<file path="src/logic/pbfs_pkg.sv">
package pbfs_pkg;

	// ----------------------------------------
	// Timing
	// ----------------------------------------
	localparam int unsigned CLK_HZ = 10_000_000;
	localparam int unsigned TICK_MS = 100;
	localparam int unsigned TICK_CYCLES = CLK_HZ / 1000 * TICK_MS;
	localparam int unsigned TICKS_PER_S = 1000 / TICK_MS;
	localparam int unsigned TUNE_QUIET_S = 200;
	localparam logic [19:0] TUNE_QUIET_TICKS = 20'(TUNE_QUIET_S * TICKS_PER_S);

	// ----------------------------------------
	// Register offsets (byte addresses)
	// ----------------------------------------
	localparam logic [7:0] OFF_CTRL = 8'h00;
	localparam logic [7:0] OFF_CMD = 8'h04;
	localparam logic [7:0] OFF_EXEC = 8'h08;
	localparam logic [7:0] OFF_COEF = 8'h0c;
	localparam logic [7:0] OFF_STAT = 8'h10;
	localparam logic [7:0] OFF_THR = 8'h14;
	// Set n lives at 0x20*(n+1); field index is addr[4:2]
	localparam logic [2:0] SET0_PAGE = 3'h1;
	localparam logic [2:0] SET1_PAGE = 3'h2;
	localparam logic [2:0] FLD_WAIT = 3'h0;
	localparam logic [2:0] FLD_OPT = 3'h1;
	localparam logic [2:0] FLD_SEG0 = 3'h2;
	localparam logic [2:0] FLD_SEG3 = 3'h5;

	// ----------------------------------------
	// Field positions
	// ----------------------------------------
	localparam int unsigned CTRL_MODE = 0;
	localparam int unsigned CTRL_VC = 1;
	localparam int unsigned CMD_EXEC = 0;
	localparam int unsigned CMD_SET = 1;
	localparam int unsigned CMD_CANCEL = 2;
	localparam int unsigned STAT_TUNE = 2;

	// ----------------------------------------
	// Encodings, ranges and reset values
	// ----------------------------------------
	localparam logic MODE_BOOST = 1'b0;
	localparam logic MODE_TUNE = 1'b1;
	localparam logic [1:0] VC_OFF = 2'h0;
	localparam logic [1:0] VC_ONE = 2'h1;
	localparam logic [1:0] VC_TWO = 2'h2;
	localparam logic [15:0] WAIT_MIN = 16'h0000;
	localparam logic [15:0] WAIT_MAX = 16'h07d0;
	localparam logic [11:0] WAIT_DEF = 12'h000;
	localparam logic [15:0] OPT_MIN = 16'h0001;
	localparam logic [15:0] OPT_MAX = 16'h0e10;
	localparam logic [11:0] OPT_DEF = 12'h001;
	localparam logic signed [11:0] SEG_MAX = 12'sh7cf;
	localparam logic signed [11:0] SEG_DEF = 12'sh000;
	localparam logic [15:0] COEF_MIN = 16'h0001;
	localparam logic [15:0] COEF_MAX = 16'h03e7;
	localparam logic [9:0] COEF_DEF = 10'h064;
	localparam logic signed [23:0] COEF_UNIT = 24'sh000064;
	localparam logic [15:0] THR_MIN = 16'h0001;
	localparam logic [15:0] THR_MAX = 16'h270f;
	localparam logic [15:0] THR_DEF = 16'h000a;
	localparam logic [1:0] RESP_OKAY = 2'h0;
	localparam logic [1:0] RESP_SLVERR = 2'h2;

	typedef enum logic [2:0] {ST_IDLE, ST_WAIT, ST_RUN, ST_TUNE_WAIT, ST_TUNE_MEAS} pbfs_state_e;

endpackage

</file>
<file path="src/logic/pbfs_tick.sv">
module pbfs_tick
#(
	parameter int unsigned CYCLES = 1_000_000
)
(
	// Clock and reset
	input wire logic aclk,
	input wire logic aresetn,
	// Control and strobe
	input wire logic enable,
	output logic tick
);

	localparam int unsigned W = (CYCLES > 1) ? $clog2(CYCLES) : 1;

	logic [W-1:0] cnt_q;
	logic tick_q;
	wire last = (cnt_q == W'(CYCLES - 1));

	// Restarts with every enable so a phase starts on a full period
	always_ff @(posedge aclk)
	begin
		if (!aresetn || !enable)
			cnt_q <= '0;
		else if (last)
			cnt_q <= '0;
		else
			cnt_q <= cnt_q + 1'b1;
	end

	always_ff @(posedge aclk)
	begin
		if (!aresetn)
			tick_q <= 1'b0;
		else
			tick_q <= enable && last;
	end

	assign tick = tick_q;

endmodule

</file>
<file path="src/logic/pbfs_seq.sv">
// What this block does
// [RL1] Boost trigger waits, then adds signed segment offsets to loop output.
// [RL2] Operation time splits into four equal quarters, offsets applied in order.
// [RL3] Two parameter sets; each run uses the selected set number.
// [RL4] Valid count: off disables both, 1 enables set one, 2 both.
// [RL5] Mode selects boost or disturbance autotuning, boost after reset.
// [RL6] Waiting time 0.0 to 200.0 s in 0.1 s, default 0.0.
// [RL7] Operation time 1 to 3600 whole seconds, default 1.
// [RL8] Segment offsets -199.9 to 199.9 percent in 0.1 steps, default 0.0.
// [RL9] Coefficient 0.01 to 9.99, default 1.00, scales all four offsets.
// [RL10] Never run boost while loop uses on/off control.
// [RL11] Start only with all loop conditions met, other set idle, enabled.
// [RL12] With adaptive control active, also need no evaluation and PV near SP.
// [RL13] Abort on cancel, stop, step tuning, manual, reversal, filter tuning on.
// [RL14] Start from operation command, event input or adjustment execute parameter.
// [RL15] Autotune mode computes and writes the selected set's parameters.
// [RL16] Caller issues execute together with the disturbance trigger input.
// [RL17] Caller starts about a third of integral time before the disturbance.
// [RL18] Caller keeps tune and boost timing alike, retunes if it changes.
// [RL19] Caller sets SP, runs, gets PID, tunes, then boosts.
// [RL20] Status bit per set is 1 while executing, 0 when done.
// [RL21] After fourth segment or cancel, output the loop MV unchanged.
module pbfs_seq
	import pbfs_pkg::*;
#(
	parameter int unsigned TICK_CYCLES_P = TICK_CYCLES
)
(
	// Clock and reset
	input wire logic aclk,
	input wire logic aresetn,
	// AXI4-Lite write address and data
	input wire logic awvalid,
	output logic awready,
	input wire logic [7:0] awaddr,
	input wire logic [2:0] awprot,
	input wire logic wvalid,
	output logic wready,
	input wire logic [31:0] wdata,
	input wire logic [3:0] wstrb,
	// AXI4-Lite write response
	output logic bvalid,
	input wire logic bready,
	output logic [1:0] bresp,
	// AXI4-Lite read
	input wire logic arvalid,
	output logic arready,
	input wire logic [7:0] araddr,
	input wire logic [2:0] arprot,
	output logic rvalid,
	input wire logic rready,
	output logic [31:0] rdata,
	output logic [1:0] rresp,
	// Event input pins, one per set
	input wire logic [1:0] event_in,
	// Loop state
	input wire logic standard_ctrl,
	input wire logic run_mode,
	input wire logic filter_tune_on,
	input wire logic local_sp,
	input wire logic pid_mode,
	input wire logic auto_mode,
	input wire logic step_tune40,
	input wire logic step_tune100,
	input wire logic adaptive_on,
	input wire logic perf_eval,
	input wire logic pv_near_sp,
	input wire logic reverse_action,
	input wire logic signed [15:0] pv_dev,
	// Manipulated variable, 0.1 percent units
	input wire logic signed [15:0] mv_in,
	output logic signed [15:0] mv_out,
	output logic [1:0] set_busy
);

	// ----------------------------------------
	// Helpers
	// ----------------------------------------
	function automatic logic [31:0] merge(input logic [31:0] o, input logic [31:0] d,
		input logic [3:0] s);
		logic [31:0] r;
		r = o;
		for (int i = 0; i < 4; i++)
			if (s[i])
				r[8*i +: 8] = d[8*i +: 8];
		return r;
	endfunction

	function automatic logic [15:0] clamp_u(input logic [31:0] v, input logic [15:0] lo,
		input logic [15:0] hi);
		if (v < 32'(lo))
			return lo;
		else if (v > 32'(hi))
			return hi;
		else
			return v[15:0];
	endfunction

	function automatic logic signed [11:0] clamp_s(input logic signed [31:0] v);
		if (v > 32'(SEG_MAX))
			return SEG_MAX;
		else if (v < -32'(SEG_MAX))
			return -SEG_MAX;
		else
			return v[11:0];
	endfunction

	function automatic logic [16:0] abs17(input logic signed [15:0] v);
		return v[15] ? 17'(-17'(v)) : 17'(v);
	endfunction

	// ----------------------------------------
	// Registers and state
	// ----------------------------------------
	logic mode_q;
	logic [1:0] vc_q;
	logic [9:0] coef_q;
	logic [15:0] thr_q;
	logic [11:0] wait_q [2];
	logic [11:0] opt_q [2];
	logic signed [11:0] seg_q [2][4];
	pbfs_state_e state_q;
	logic sel_q;
	logic [19:0] tcnt_q;
	logic [11:0] tune_wait_q;
	logic signed [15:0] peak_q;
	logic signed [15:0] mv_out_q;
	logic tick;

	// ----------------------------------------
	// AXI4-Lite slave
	// ----------------------------------------
	logic aw_hold_q, w_hold_q, bvalid_q, rvalid_q;
	logic [7:0] awaddr_q;
	logic [31:0] wdata_q, rdata_q, rd_word, old_word;
	logic [3:0] wstrb_q;
	logic [1:0] bresp_q, rresp_q;

	assign awready = !aw_hold_q && !bvalid_q;
	assign wready = !w_hold_q && !bvalid_q;
	assign arready = !rvalid_q;
	wire aw_take = awvalid && awready;
	wire w_take = wvalid && wready;
	wire [7:0] waddr = aw_hold_q ? awaddr_q : awaddr;
	wire [31:0] wd = w_hold_q ? wdata_q : wdata;
	wire [3:0] ws = w_hold_q ? wstrb_q : wstrb;
	wire wr_fire = (aw_hold_q || aw_take) && (w_hold_q || w_take) && !bvalid_q;
	wire [31:0] wmrg = merge(old_word, wd, ws);

	function automatic logic mapped(input logic [7:0] a);
		if (a[7:5] == SET0_PAGE || a[7:5] == SET1_PAGE)
			return a[1:0] == 2'h0 && a[4:2] <= FLD_SEG3;
		return a == OFF_CTRL || a == OFF_CMD || a == OFF_EXEC || a == OFF_COEF ||
			a == OFF_STAT || a == OFF_THR;
	endfunction

	function automatic logic [31:0] reg_word(input logic [7:0] a);
		logic s;
		s = (a[7:5] == SET1_PAGE);
		if (!mapped(a))
			return 32'h0;
		if (a[7:5] == SET0_PAGE || a[7:5] == SET1_PAGE)
		begin
			if (a[4:2] == FLD_WAIT)
				return 32'(wait_q[s]);
			if (a[4:2] == FLD_OPT)
				return 32'(opt_q[s]);
			return 32'(seg_q[s][2'(a[4:2] - FLD_SEG0)]);
		end
		unique case (a)
			OFF_CTRL: return 32'({vc_q, mode_q});
			OFF_COEF: return 32'(coef_q);
			OFF_STAT: return 32'({state_q == ST_TUNE_WAIT || state_q == ST_TUNE_MEAS,
				set_busy});
			OFF_THR: return 32'(thr_q);
			default: return 32'h0;
		endcase
	endfunction

	always_comb rd_word = reg_word(araddr);
	always_comb old_word = reg_word(waddr);

	always_ff @(posedge aclk)
	begin
		if (!aresetn)
		begin
			aw_hold_q <= 1'b0;
			w_hold_q <= 1'b0;
			bvalid_q <= 1'b0;
			bresp_q <= RESP_OKAY;
			awaddr_q <= 8'h00;
			wdata_q <= 32'h0;
			wstrb_q <= 4'h0;
		end
		else
		begin
			if (aw_take)
				awaddr_q <= awaddr;
			if (w_take)
			begin
				wdata_q <= wdata;
				wstrb_q <= wstrb;
			end
			aw_hold_q <= !wr_fire && (aw_hold_q || aw_take);
			w_hold_q <= !wr_fire && (w_hold_q || w_take);
			if (wr_fire)
			begin
				bvalid_q <= 1'b1;
				bresp_q <= mapped(waddr) ? RESP_OKAY : RESP_SLVERR;
			end
			else if (bready)
				bvalid_q <= 1'b0;
		end
	end

	always_ff @(posedge aclk)
	begin
		if (!aresetn)
		begin
			rvalid_q <= 1'b0;
			rdata_q <= 32'h0;
			rresp_q <= RESP_OKAY;
		end
		else if (arvalid && arready)
		begin
			rvalid_q <= 1'b1;
			rdata_q <= rd_word;
			rresp_q <= mapped(araddr) ? RESP_OKAY : RESP_SLVERR;
		end
		else if (rready)
			rvalid_q <= 1'b0;
	end

	assign bvalid = bvalid_q;
	assign bresp = bresp_q;
	assign rvalid = rvalid_q;
	assign rdata = rdata_q;
	assign rresp = rresp_q;

	// ----------------------------------------
	// Register writes
	// ----------------------------------------
	wire wr_set0 = wr_fire && waddr[7:5] == SET0_PAGE && mapped(waddr);
	wire wr_set1 = wr_fire && waddr[7:5] == SET1_PAGE && mapped(waddr);
	wire [1:0] wr_set = {wr_set1, wr_set0};
	wire tune_done;
	wire tune_dflt;
	wire [11:0] tune_opt;
	logic signed [11:0] tune_seg [4];

	always_ff @(posedge aclk)
	begin
		if (!aresetn)
		begin
			mode_q <= MODE_BOOST; // [RL5]
			vc_q <= VC_OFF; // [RL4]
			coef_q <= COEF_DEF;
			thr_q <= THR_DEF;
		end
		else if (wr_fire)
		begin
			if (waddr == OFF_CTRL)
			begin
				mode_q <= wmrg[CTRL_MODE];
				vc_q <= (wmrg[CTRL_VC +: 2] > VC_TWO) ? VC_TWO : wmrg[CTRL_VC +: 2];
			end
			if (waddr == OFF_COEF)
				coef_q <= 10'(clamp_u(wmrg, COEF_MIN, COEF_MAX)); // [RL9]
			if (waddr == OFF_THR)
				thr_q <= clamp_u(wmrg, THR_MIN, THR_MAX);
		end
	end

	// Tuning results win over a bus write landing in the same cycle
	for (genvar s = 0; s < 2; s++)
	begin : g_set
		wire tune_here = (tune_done || tune_dflt) && sel_q == 1'(s);
		always_ff @(posedge aclk)
		begin
			if (!aresetn)
			begin
				wait_q[s] <= WAIT_DEF; // [RL6]
				opt_q[s] <= OPT_DEF; // [RL7]
				for (int k = 0; k < 4; k++)
					seg_q[s][k] <= SEG_DEF; // [RL8]
			end
			else if (tune_here)
			begin
				wait_q[s] <= tune_dflt ? WAIT_DEF : tune_wait_q; // [RL15]
				opt_q[s] <= tune_dflt ? OPT_DEF : tune_opt;
				for (int k = 0; k < 4; k++)
					seg_q[s][k] <= tune_dflt ? SEG_DEF : tune_seg[k];
			end
			else if (wr_set[s])
			begin
				if (waddr[4:2] == FLD_WAIT)
					wait_q[s] <= 12'(clamp_u(wmrg, WAIT_MIN, WAIT_MAX)); // [RL6]
				else if (waddr[4:2] == FLD_OPT)
					opt_q[s] <= 12'(clamp_u(wmrg, OPT_MIN, OPT_MAX)); // [RL7]
				else
					seg_q[s][2'(waddr[4:2] - FLD_SEG0)] <= clamp_s(wmrg); // [RL8]
			end
		end
	end

	// ----------------------------------------
	// Event pin synchronisers
	// ----------------------------------------
	logic [1:0] ev_s1_q, ev_s2_q, ev_s3_q, ev_lvl_q;
	always_ff @(posedge aclk)
	begin
		if (!aresetn)
		begin
			ev_s1_q <= 2'h0;
			ev_s2_q <= 2'h0;
			ev_s3_q <= 2'h0;
			ev_lvl_q <= 2'h0;
		end
		else
		begin
			ev_s1_q <= event_in;
			ev_s2_q <= ev_s1_q;
			ev_s3_q <= ev_s2_q;
			for (int i = 0; i < 2; i++)
				if (ev_s2_q[i] == ev_s3_q[i])
					ev_lvl_q[i] <= ev_s2_q[i];
		end
	end
	wire [1:0] ev_rise = ev_s2_q & ev_s3_q & ~ev_lvl_q;

	// ----------------------------------------
	// Triggers, conditions and cancel
	// ----------------------------------------
	logic run_p_q, auto_p_q, rev_p_q, filt_p_q, st40_p_q, st100_p_q;
	always_ff @(posedge aclk)
	begin
		if (!aresetn)
			{run_p_q, auto_p_q, rev_p_q, filt_p_q, st40_p_q, st100_p_q} <= 6'h00;
		else
			{run_p_q, auto_p_q, rev_p_q, filt_p_q, st40_p_q, st100_p_q} <=
				{run_mode, auto_mode, reverse_action, filter_tune_on, step_tune40, step_tune100};
	end

	wire cmd_wr = wr_fire && waddr == OFF_CMD;
	wire adj_wr = wr_fire && waddr == OFF_EXEC;
	wire cmd_exec = (cmd_wr || adj_wr) && wmrg[CMD_EXEC]; // [RL14]
	wire sw_cancel = (cmd_wr || adj_wr) && wmrg[CMD_CANCEL];
	wire trig = cmd_exec || (|ev_rise); // [RL14]
	wire trig_set = cmd_exec ? wmrg[CMD_SET] : !ev_rise[0];
	wire set_en = trig_set ? (vc_q == VC_TWO) : (vc_q != VC_OFF); // [RL4]
	wire adapt_ok = !adaptive_on || (!perf_eval && pv_near_sp); // [RL12]
	wire cond_ok = standard_ctrl && run_mode && !filter_tune_on && local_sp && pid_mode &&
		auto_mode && !step_tune40 && !step_tune100 && adapt_ok; // [RL10] [RL11]
	wire start = trig && state_q == ST_IDLE && cond_ok && set_en; // [RL11]
	wire cancel = sw_cancel || (run_p_q && !run_mode) || (auto_p_q && !auto_mode) ||
		(step_tune40 && !st40_p_q) || (step_tune100 && !st100_p_q) ||
		(reverse_action != rev_p_q) || (filter_tune_on && !filt_p_q); // [RL13]

	// ----------------------------------------
	// Sequencer
	// ----------------------------------------
	pbfs_tick #(
		.CYCLES(TICK_CYCLES_P)
	) u_tick (
		.aclk(aclk),
		.aresetn(aresetn),
		.enable(state_q != ST_IDLE),
		.tick(tick)
	);

	wire [11:0] wait_sel = wait_q[sel_q]; // [RL3]
	wire [19:0] span = 20'(opt_q[sel_q]) * 20'(TICKS_PER_S);
	wire [21:0] e4 = {tcnt_q, 2'b00};
	wire [21:0] span22 = 22'(span);
	// Quarter boundaries kept exact by comparing 4*elapsed with k*span
	wire [1:0] seg_idx = (e4 >= span22 * 22'd3) ? 2'd3 : (e4 >= span22 * 22'd2) ? 2'd2 :
		(e4 >= span22) ? 2'd1 : 2'd0; // [RL2]
	wire run_end = tick && (tcnt_q + 20'd1 >= span); // [RL7]
	wire [16:0] dev_abs = abs17(pv_dev);
	wire dev_big = dev_abs > 17'(thr_q);
	wire [16:0] neg_peak = 17'(-17'(peak_q));
	assign tune_done = state_q == ST_TUNE_MEAS && (!dev_big || tcnt_q >= 20'(OPT_MAX) * 20'd10);
	assign tune_dflt = state_q == ST_TUNE_WAIT && tcnt_q >= TUNE_QUIET_TICKS;
	assign tune_opt = 12'(clamp_u(32'(tcnt_q / 20'(TICKS_PER_S)), OPT_MIN, OPT_MAX));
	// Falling profile: full counter-offset first, tapering in the last quarters
	always_comb
	begin
		tune_seg[0] = clamp_s(32'($signed(neg_peak)));
		tune_seg[1] = tune_seg[0];
		tune_seg[2] = tune_seg[0] >>> 1;
		tune_seg[3] = tune_seg[0] >>> 2;
	end

	always_ff @(posedge aclk)
	begin
		if (!aresetn)
		begin
			state_q <= ST_IDLE;
			sel_q <= 1'b0;
			tcnt_q <= 20'h0;
			tune_wait_q <= WAIT_DEF;
			peak_q <= 16'sh0000;
		end
		else if (cancel && state_q != ST_IDLE)
			state_q <= ST_IDLE; // [RL13] [RL21]
		else
		begin
			unique case (state_q)
				ST_IDLE:
					if (start)
					begin
						sel_q <= trig_set; // [RL3]
						tcnt_q <= 20'h0;
						state_q <= (mode_q == MODE_BOOST) ? ST_WAIT : ST_TUNE_WAIT; // [RL1] [RL15]
					end
				ST_WAIT:
					if (tcnt_q >= 20'(wait_sel))
					begin
						tcnt_q <= 20'h0;
						state_q <= ST_RUN; // [RL1] [RL6]
					end
					else if (tick)
						tcnt_q <= tcnt_q + 20'd1;
				ST_RUN:
					if (run_end)
						state_q <= ST_IDLE; // [RL21]
					else if (tick)
						tcnt_q <= tcnt_q + 20'd1;
				ST_TUNE_WAIT:
					if (tune_dflt)
						state_q <= ST_IDLE;
					else if (dev_big)
					begin
						tune_wait_q <= 12'(clamp_u(32'(tcnt_q), WAIT_MIN, WAIT_MAX));
						peak_q <= pv_dev;
						tcnt_q <= 20'h0;
						state_q <= ST_TUNE_MEAS; // [RL15]
					end
					else if (tick)
						tcnt_q <= tcnt_q + 20'd1;
				ST_TUNE_MEAS:
					if (tune_done)
						state_q <= ST_IDLE; // [RL15]
					else
					begin
						if (abs17(pv_dev) > abs17(peak_q))
							peak_q <= pv_dev;
						if (tick)
							tcnt_q <= tcnt_q + 20'd1;
					end
			endcase
		end
	end

	// ----------------------------------------
	// Output stage
	// ----------------------------------------
	logic signed [15:0] off;
	logic signed [23:0] prod;
	logic signed [16:0] sum;
	always_comb
	begin
		prod = 24'(seg_q[sel_q][seg_idx]) * $signed({14'h0, coef_q}); // [RL9]
		off = 16'(prod / COEF_UNIT);
		sum = 17'(mv_in) + 17'(off); // [RL1]
	end
	// Saturate rather than wrap: a wrapped MV would slam the actuator
	wire signed [15:0] boosted = (sum > 17'sh07fff) ? 16'sh7fff :
		(sum < -17'sh08000) ? -16'sh8000 : sum[15:0];

	always_ff @(posedge aclk)
	begin
		if (!aresetn)
			mv_out_q <= 16'sh0000;
		else
			mv_out_q <= (state_q == ST_RUN) ? boosted : mv_in; // [RL1] [RL21]
	end

	assign mv_out = mv_out_q;
	assign set_busy = (state_q == ST_IDLE) ? 2'h0 : (sel_q ? 2'h2 : 2'h1); // [RL20]

	// ----------------------------------------
	// Checks
	// ----------------------------------------
	mv_passthru_a: assert property (@(posedge aclk) disable iff (!aresetn) // [RL21]
		$past(aresetn) && $past(state_q) != ST_RUN |-> mv_out_q == $past(mv_in))
		else $error("mv_out not the plain loop MV outside a run");
	onoff_block_a: assert property (@(posedge aclk) disable iff (!aresetn) // [RL10]
		state_q == ST_IDLE && !pid_mode |=> state_q == ST_IDLE)
		else $error("sequence started under on/off control");
	vc_off_a: assert property (@(posedge aclk) disable iff (!aresetn) // [RL4]
		state_q == ST_IDLE && vc_q == VC_OFF |=> state_q == ST_IDLE)
		else $error("sequence started with both sets disabled");
	boost_start_a: assert property (@(posedge aclk) disable iff (!aresetn) // [RL1]
		start && mode_q == MODE_BOOST |=> state_q == ST_WAIT && sel_q == $past(trig_set))
		else $error("boost trigger did not enter waiting");
	wait_done_a: assert property (@(posedge aclk) disable iff (!aresetn) // [RL6]
		state_q == ST_WAIT && !cancel && tcnt_q >= 20'(wait_sel) |=> state_q == ST_RUN)
		else $error("waiting time end did not start offsets");
	seg_order_a: assert property (@(posedge aclk) disable iff (!aresetn) // [RL2]
		state_q == ST_RUN && $past(state_q) == ST_RUN |-> seg_idx >= $past(seg_idx))
		else $error("segment order went backwards");
	abort_seq_a: assert property (@(posedge aclk) disable iff (!aresetn) // [RL13]
		cancel && state_q != ST_IDLE |=> state_q == ST_IDLE ##1 mv_out_q == $past(mv_in))
		else $error("cancel did not abort the sequence");
	status_bit_a: assert property (@(posedge aclk) disable iff (!aresetn) // [RL20]
		$rose(state_q == ST_IDLE) |-> set_busy == 2'h0 && $past(set_busy) != 2'h0)
		else $error("status bit not cleared at end of run");
	tune_entry_a: assert property (@(posedge aclk) disable iff (!aresetn) // [RL15]
		start && mode_q == MODE_TUNE |=> state_q == ST_TUNE_WAIT)
		else $error("autotune trigger did not start tuning");
	opt_range_a: assert property (@(posedge aclk) disable iff (!aresetn) // [RL7]
		opt_q[0] >= OPT_DEF && opt_q[1] >= OPT_DEF &&
		16'(opt_q[0]) <= OPT_MAX && 16'(opt_q[1]) <= OPT_MAX)
		else $error("operation time out of range");

endmodule

</file>
<file path="config.mk">
export PLATFORM = sky130hd
export DESIGN_NAME = pbfs_seq
export DESIGN_NICKNAME = d
export VERILOG_FILES = /design/src/logic/pbfs_pkg.sv /design/src/logic/pbfs_tick.sv /design/src/logic/pbfs_seq.sv
export SDC_FILE = /design/constraint.sdc
export NUM_CORES = 2
export LEC_CHECK = 0
export ABC_AREA = 1
export BUFFER_PORTS_ARGS = -buffer_cell sky130_fd_sc_hd__buf_2
export CAP_MARGIN = 20
export CORE_UTILIZATION = 30
export CTS_BUF_LIST = sky130_fd_sc_hd__clkbuf_2
export DETAILED_ROUTE_END_ITERATION = 10
export MAX_ROUTING_LAYER = met4
export SKIP_LAST_GASP = 1
export SLEW_MARGIN = 40
export SYNTH_ARGS = -nofsm -noshare
export SYNTH_HDL_FRONTEND = slang
export SYNTH_SLANG_ARGS = --single-unit
</file>
<file path="constraint.sdc">
create_clock -name aclk -period 50.8 [get_ports aclk]
set_clock_uncertainty 0.15 [all_clocks]
set_input_delay 5.08 -clock aclk [delete_from_list [all_inputs] [get_ports aclk]]
set_output_delay 5.08 -clock aclk [all_outputs]
set_load 0.01 [all_outputs]
</file>
==> qor.yml <==
status: "finished clean"
cpMostUsedCell: "nand2_1"
cp-start-kind: "register"
dp_worst_setup_slack_ns: 24.98
clk-insertion-delay-late_ns: 1.20
gp_congestion: 1.011
syn_avg_cell_area_um2: 6.785
netlist.area_leader.share: 0.1284
tightest_slew_ns: 0.9364
dieHeight_um: 337.0
cts_buffer_depth: 3
grt_pass1_wl_mm: 185.3
grt_pass1_vias: 31800
drc: 0
drt_iter0_markers: 3705
synth_seq_cells: 344
worstPathArrival_ns: 26.76
hold_violations: 0
wl_mm: 122.1
setup_viol: 0
initial_utilization: 0.3034
grt_max_degree: 84
drive_gt1_frac: 0.1106
portBuffers: 161
antenna_found_initial: 3
drtPass1Iterations: 9
synth_area_leaders: "edfxtp_1 (13%), dfxtp_1 (12%), nand2_1 (12%), inv_1 (8.2%), o21ai_0 (7.9%)"
critPathRequiredTime_ns: 51.68
synthSimpleGateAreaFrac: 0.2661
crit_type: "reg2reg"
vias: 34384
ys.flop_type: "dfxtp_1"
crit_fanout: 49
nets: 5508
path_clk_slew_ns: 0.10
relSlewSlack: 0.3715
yosysSeqAreaShare: 0.2473
synth-warning-count: 0
root_buffer: "clkbuf_2"
via_per_inst: 5.177
grt_util_all_layers: 0.2180
synth-xor-area-share: 0.03433
worst_path_largest_cell_delay_ns: 0.68
dp.final_hpwl_mm: 94.11
crit_path_end_kind: "register"
async_flop_share: 0
hold_class: "reg2reg"
cts.sinks: 344
dieArea_um2: 113600
synth-adder-area-share: 0.1459
syn_inst: 4963
gr-total-overflow: 0
synth.cell_area_um2: 33670
die_x_um: 337.0
ios: 170
maxCapViolCount: 0
synth_edf_count: 144
rsz0062_at_grt: "false"
post-route-util: 0.3316
num_rows: 122
core_area_um2: 111000
fin_setup_tns_ns: 0
worst_slack_ns: 24.92
muxShareOfSynthArea: 0.001226
fin_cells: 6642
crit_family: "simple AND/OR/NAND/NOR gates"
synth_cell_types: 78
cts_max_level: 3
critPathBufInv: 20
ant_nets: 0
ctsHoldBuffers: 0
synth_top_family_by_area: "simple AND/OR/NAND/NOR gates"
cts_resized: 0
period_share: 0.5094
wl_per_cell_um: 18.38
finalWorstPathRequiredPeriod_ns: 25.88
cts_tree: "done"
maxSlewViolCount: 0
cpMaxStageDelayCell: "dfxtp_4"
synth_compound_area_frac: 0.1951
cts-buffers-inserted: 96
max_clock_freq_ghz: 0.03864
yosysTopAreaCell: "edfxtp_1"
placed_cells: 6463
post-cts-setup-buffer-count: 0
area_growth_pct: 9.270
## through the flow
stage	hold slack, ns	instance area, µm²
2_1_floorplan	0.2405	33680
3_3_place_gp	0.2594	35860
3_5_place_dp	0.2547	35880
4_1_cts	0.2813	36740
5_1_grt	0.3005	36800
6_report	0.2804	36800
## synth_stat cells (29+ instances only)
master	count
o211ai_1	86
inv_1	733
clkbuf_1	142
a21oi_1	332
nand4_1	71
o21ai_0	531
or2_2	29
nand2_1	1039
nor2_1	464
fa_1	116
dfxtp_1	200
nand2_2	71
a31oi_1	30
nand3_1	210
ha_1	207
xor2_1	106
edfxtp_1	144
nor3_1	66
## cells by family after synthesis
| logic type | count (synthesis) |
|---|---|
| XOR/XNOR | 132 |
| flip-flops | 344 |
| other | 1 |
| AO/OA/AOI/OAI | 1160 |
| AND/OR/NAND/NOR | 2042 |
| multiplexers | 4 |
| buffers and inverters | 957 |
| adder cells (fa/ha/maj) | 323 |
## final timing paths
| kind | to | slack, ns | start | depth (start not counted) |
|---|---|---|---|---|
| worst min-delay path | ev_s2_q[1] | 0.28 | ev_s1_q[1] | 2 |
| worst min register to register | ev_s2_q[1] | 0.28 | ev_s1_q[1] | 2 |
| worst max-delay path | mv_out[13] | 24.92 | register | 160 |
| worst max register to register | mv_out[13] | 24.92 | register | 160 |
## state kept, by name (all words and copies together), names as in the netlist, 2 cells and up, named ones only
register      flops
awaddr_q          8
coef_q           10
ev_lvl_q          2
ev_s1_q           2
ev_s2_q           2
ev_s3_q           2
mv_out           16
opt_q            24
peak_q           16
rdata            17
seg_q            96
state_q           3
tcnt_q           20
thr_q            16
tune_wait_q      12
u_tick.cnt_q     20
vc_q              2
wait_q           24
wdata_q          32
wstrb_q           4
## cells in the final DEF (no fill, tap or decap), types with 106 or more instances in the layout
cell	count
edfxtp_1	144
inv_1	732
clkbuf_2	148
buf_2	160
a21oi_1	331
nand2_1	1036
dfxtp_1	199
ha_1	207
nor2_1	458
xor2_1	106
o21ai_0	523
nand3_1	209
fa_1	116
## cell type report
class,count,area [µm²]
fill,12107,74180
timing repair buffer,197,1106
inverter,771,2897
sequential,344,8332
tap,1488,1862
clock buffer,148,740.7
antenna,2,5.005
clock inverter,28,122.6
multi-input combinational,3664,21730
## tightest hold or removal path: stages (launching register included)
cell and delay [ns]:
dfxtp_1 0.31, nand2_1 0.05, inv_1 0.04
## layer usage
| metal | vias to the layer above | routed length [µm] | track usage |
|---|---|---|---|
| met5 | - | 0 | - |
| met4 | 0 | 5579 | 0.09381 |
| met3 | 277 | 12950 | 0.04440 |
| met2 | 1606 | 51780 | 0.3230 |
| met1 | 15831 | 51790 | 0.2856 |
| li1 | 16670 | - | - |
Power is left out: the tool's default activity adds up to more than one toggle a clock period on the data nets, which glitch-free logic cannot reach.
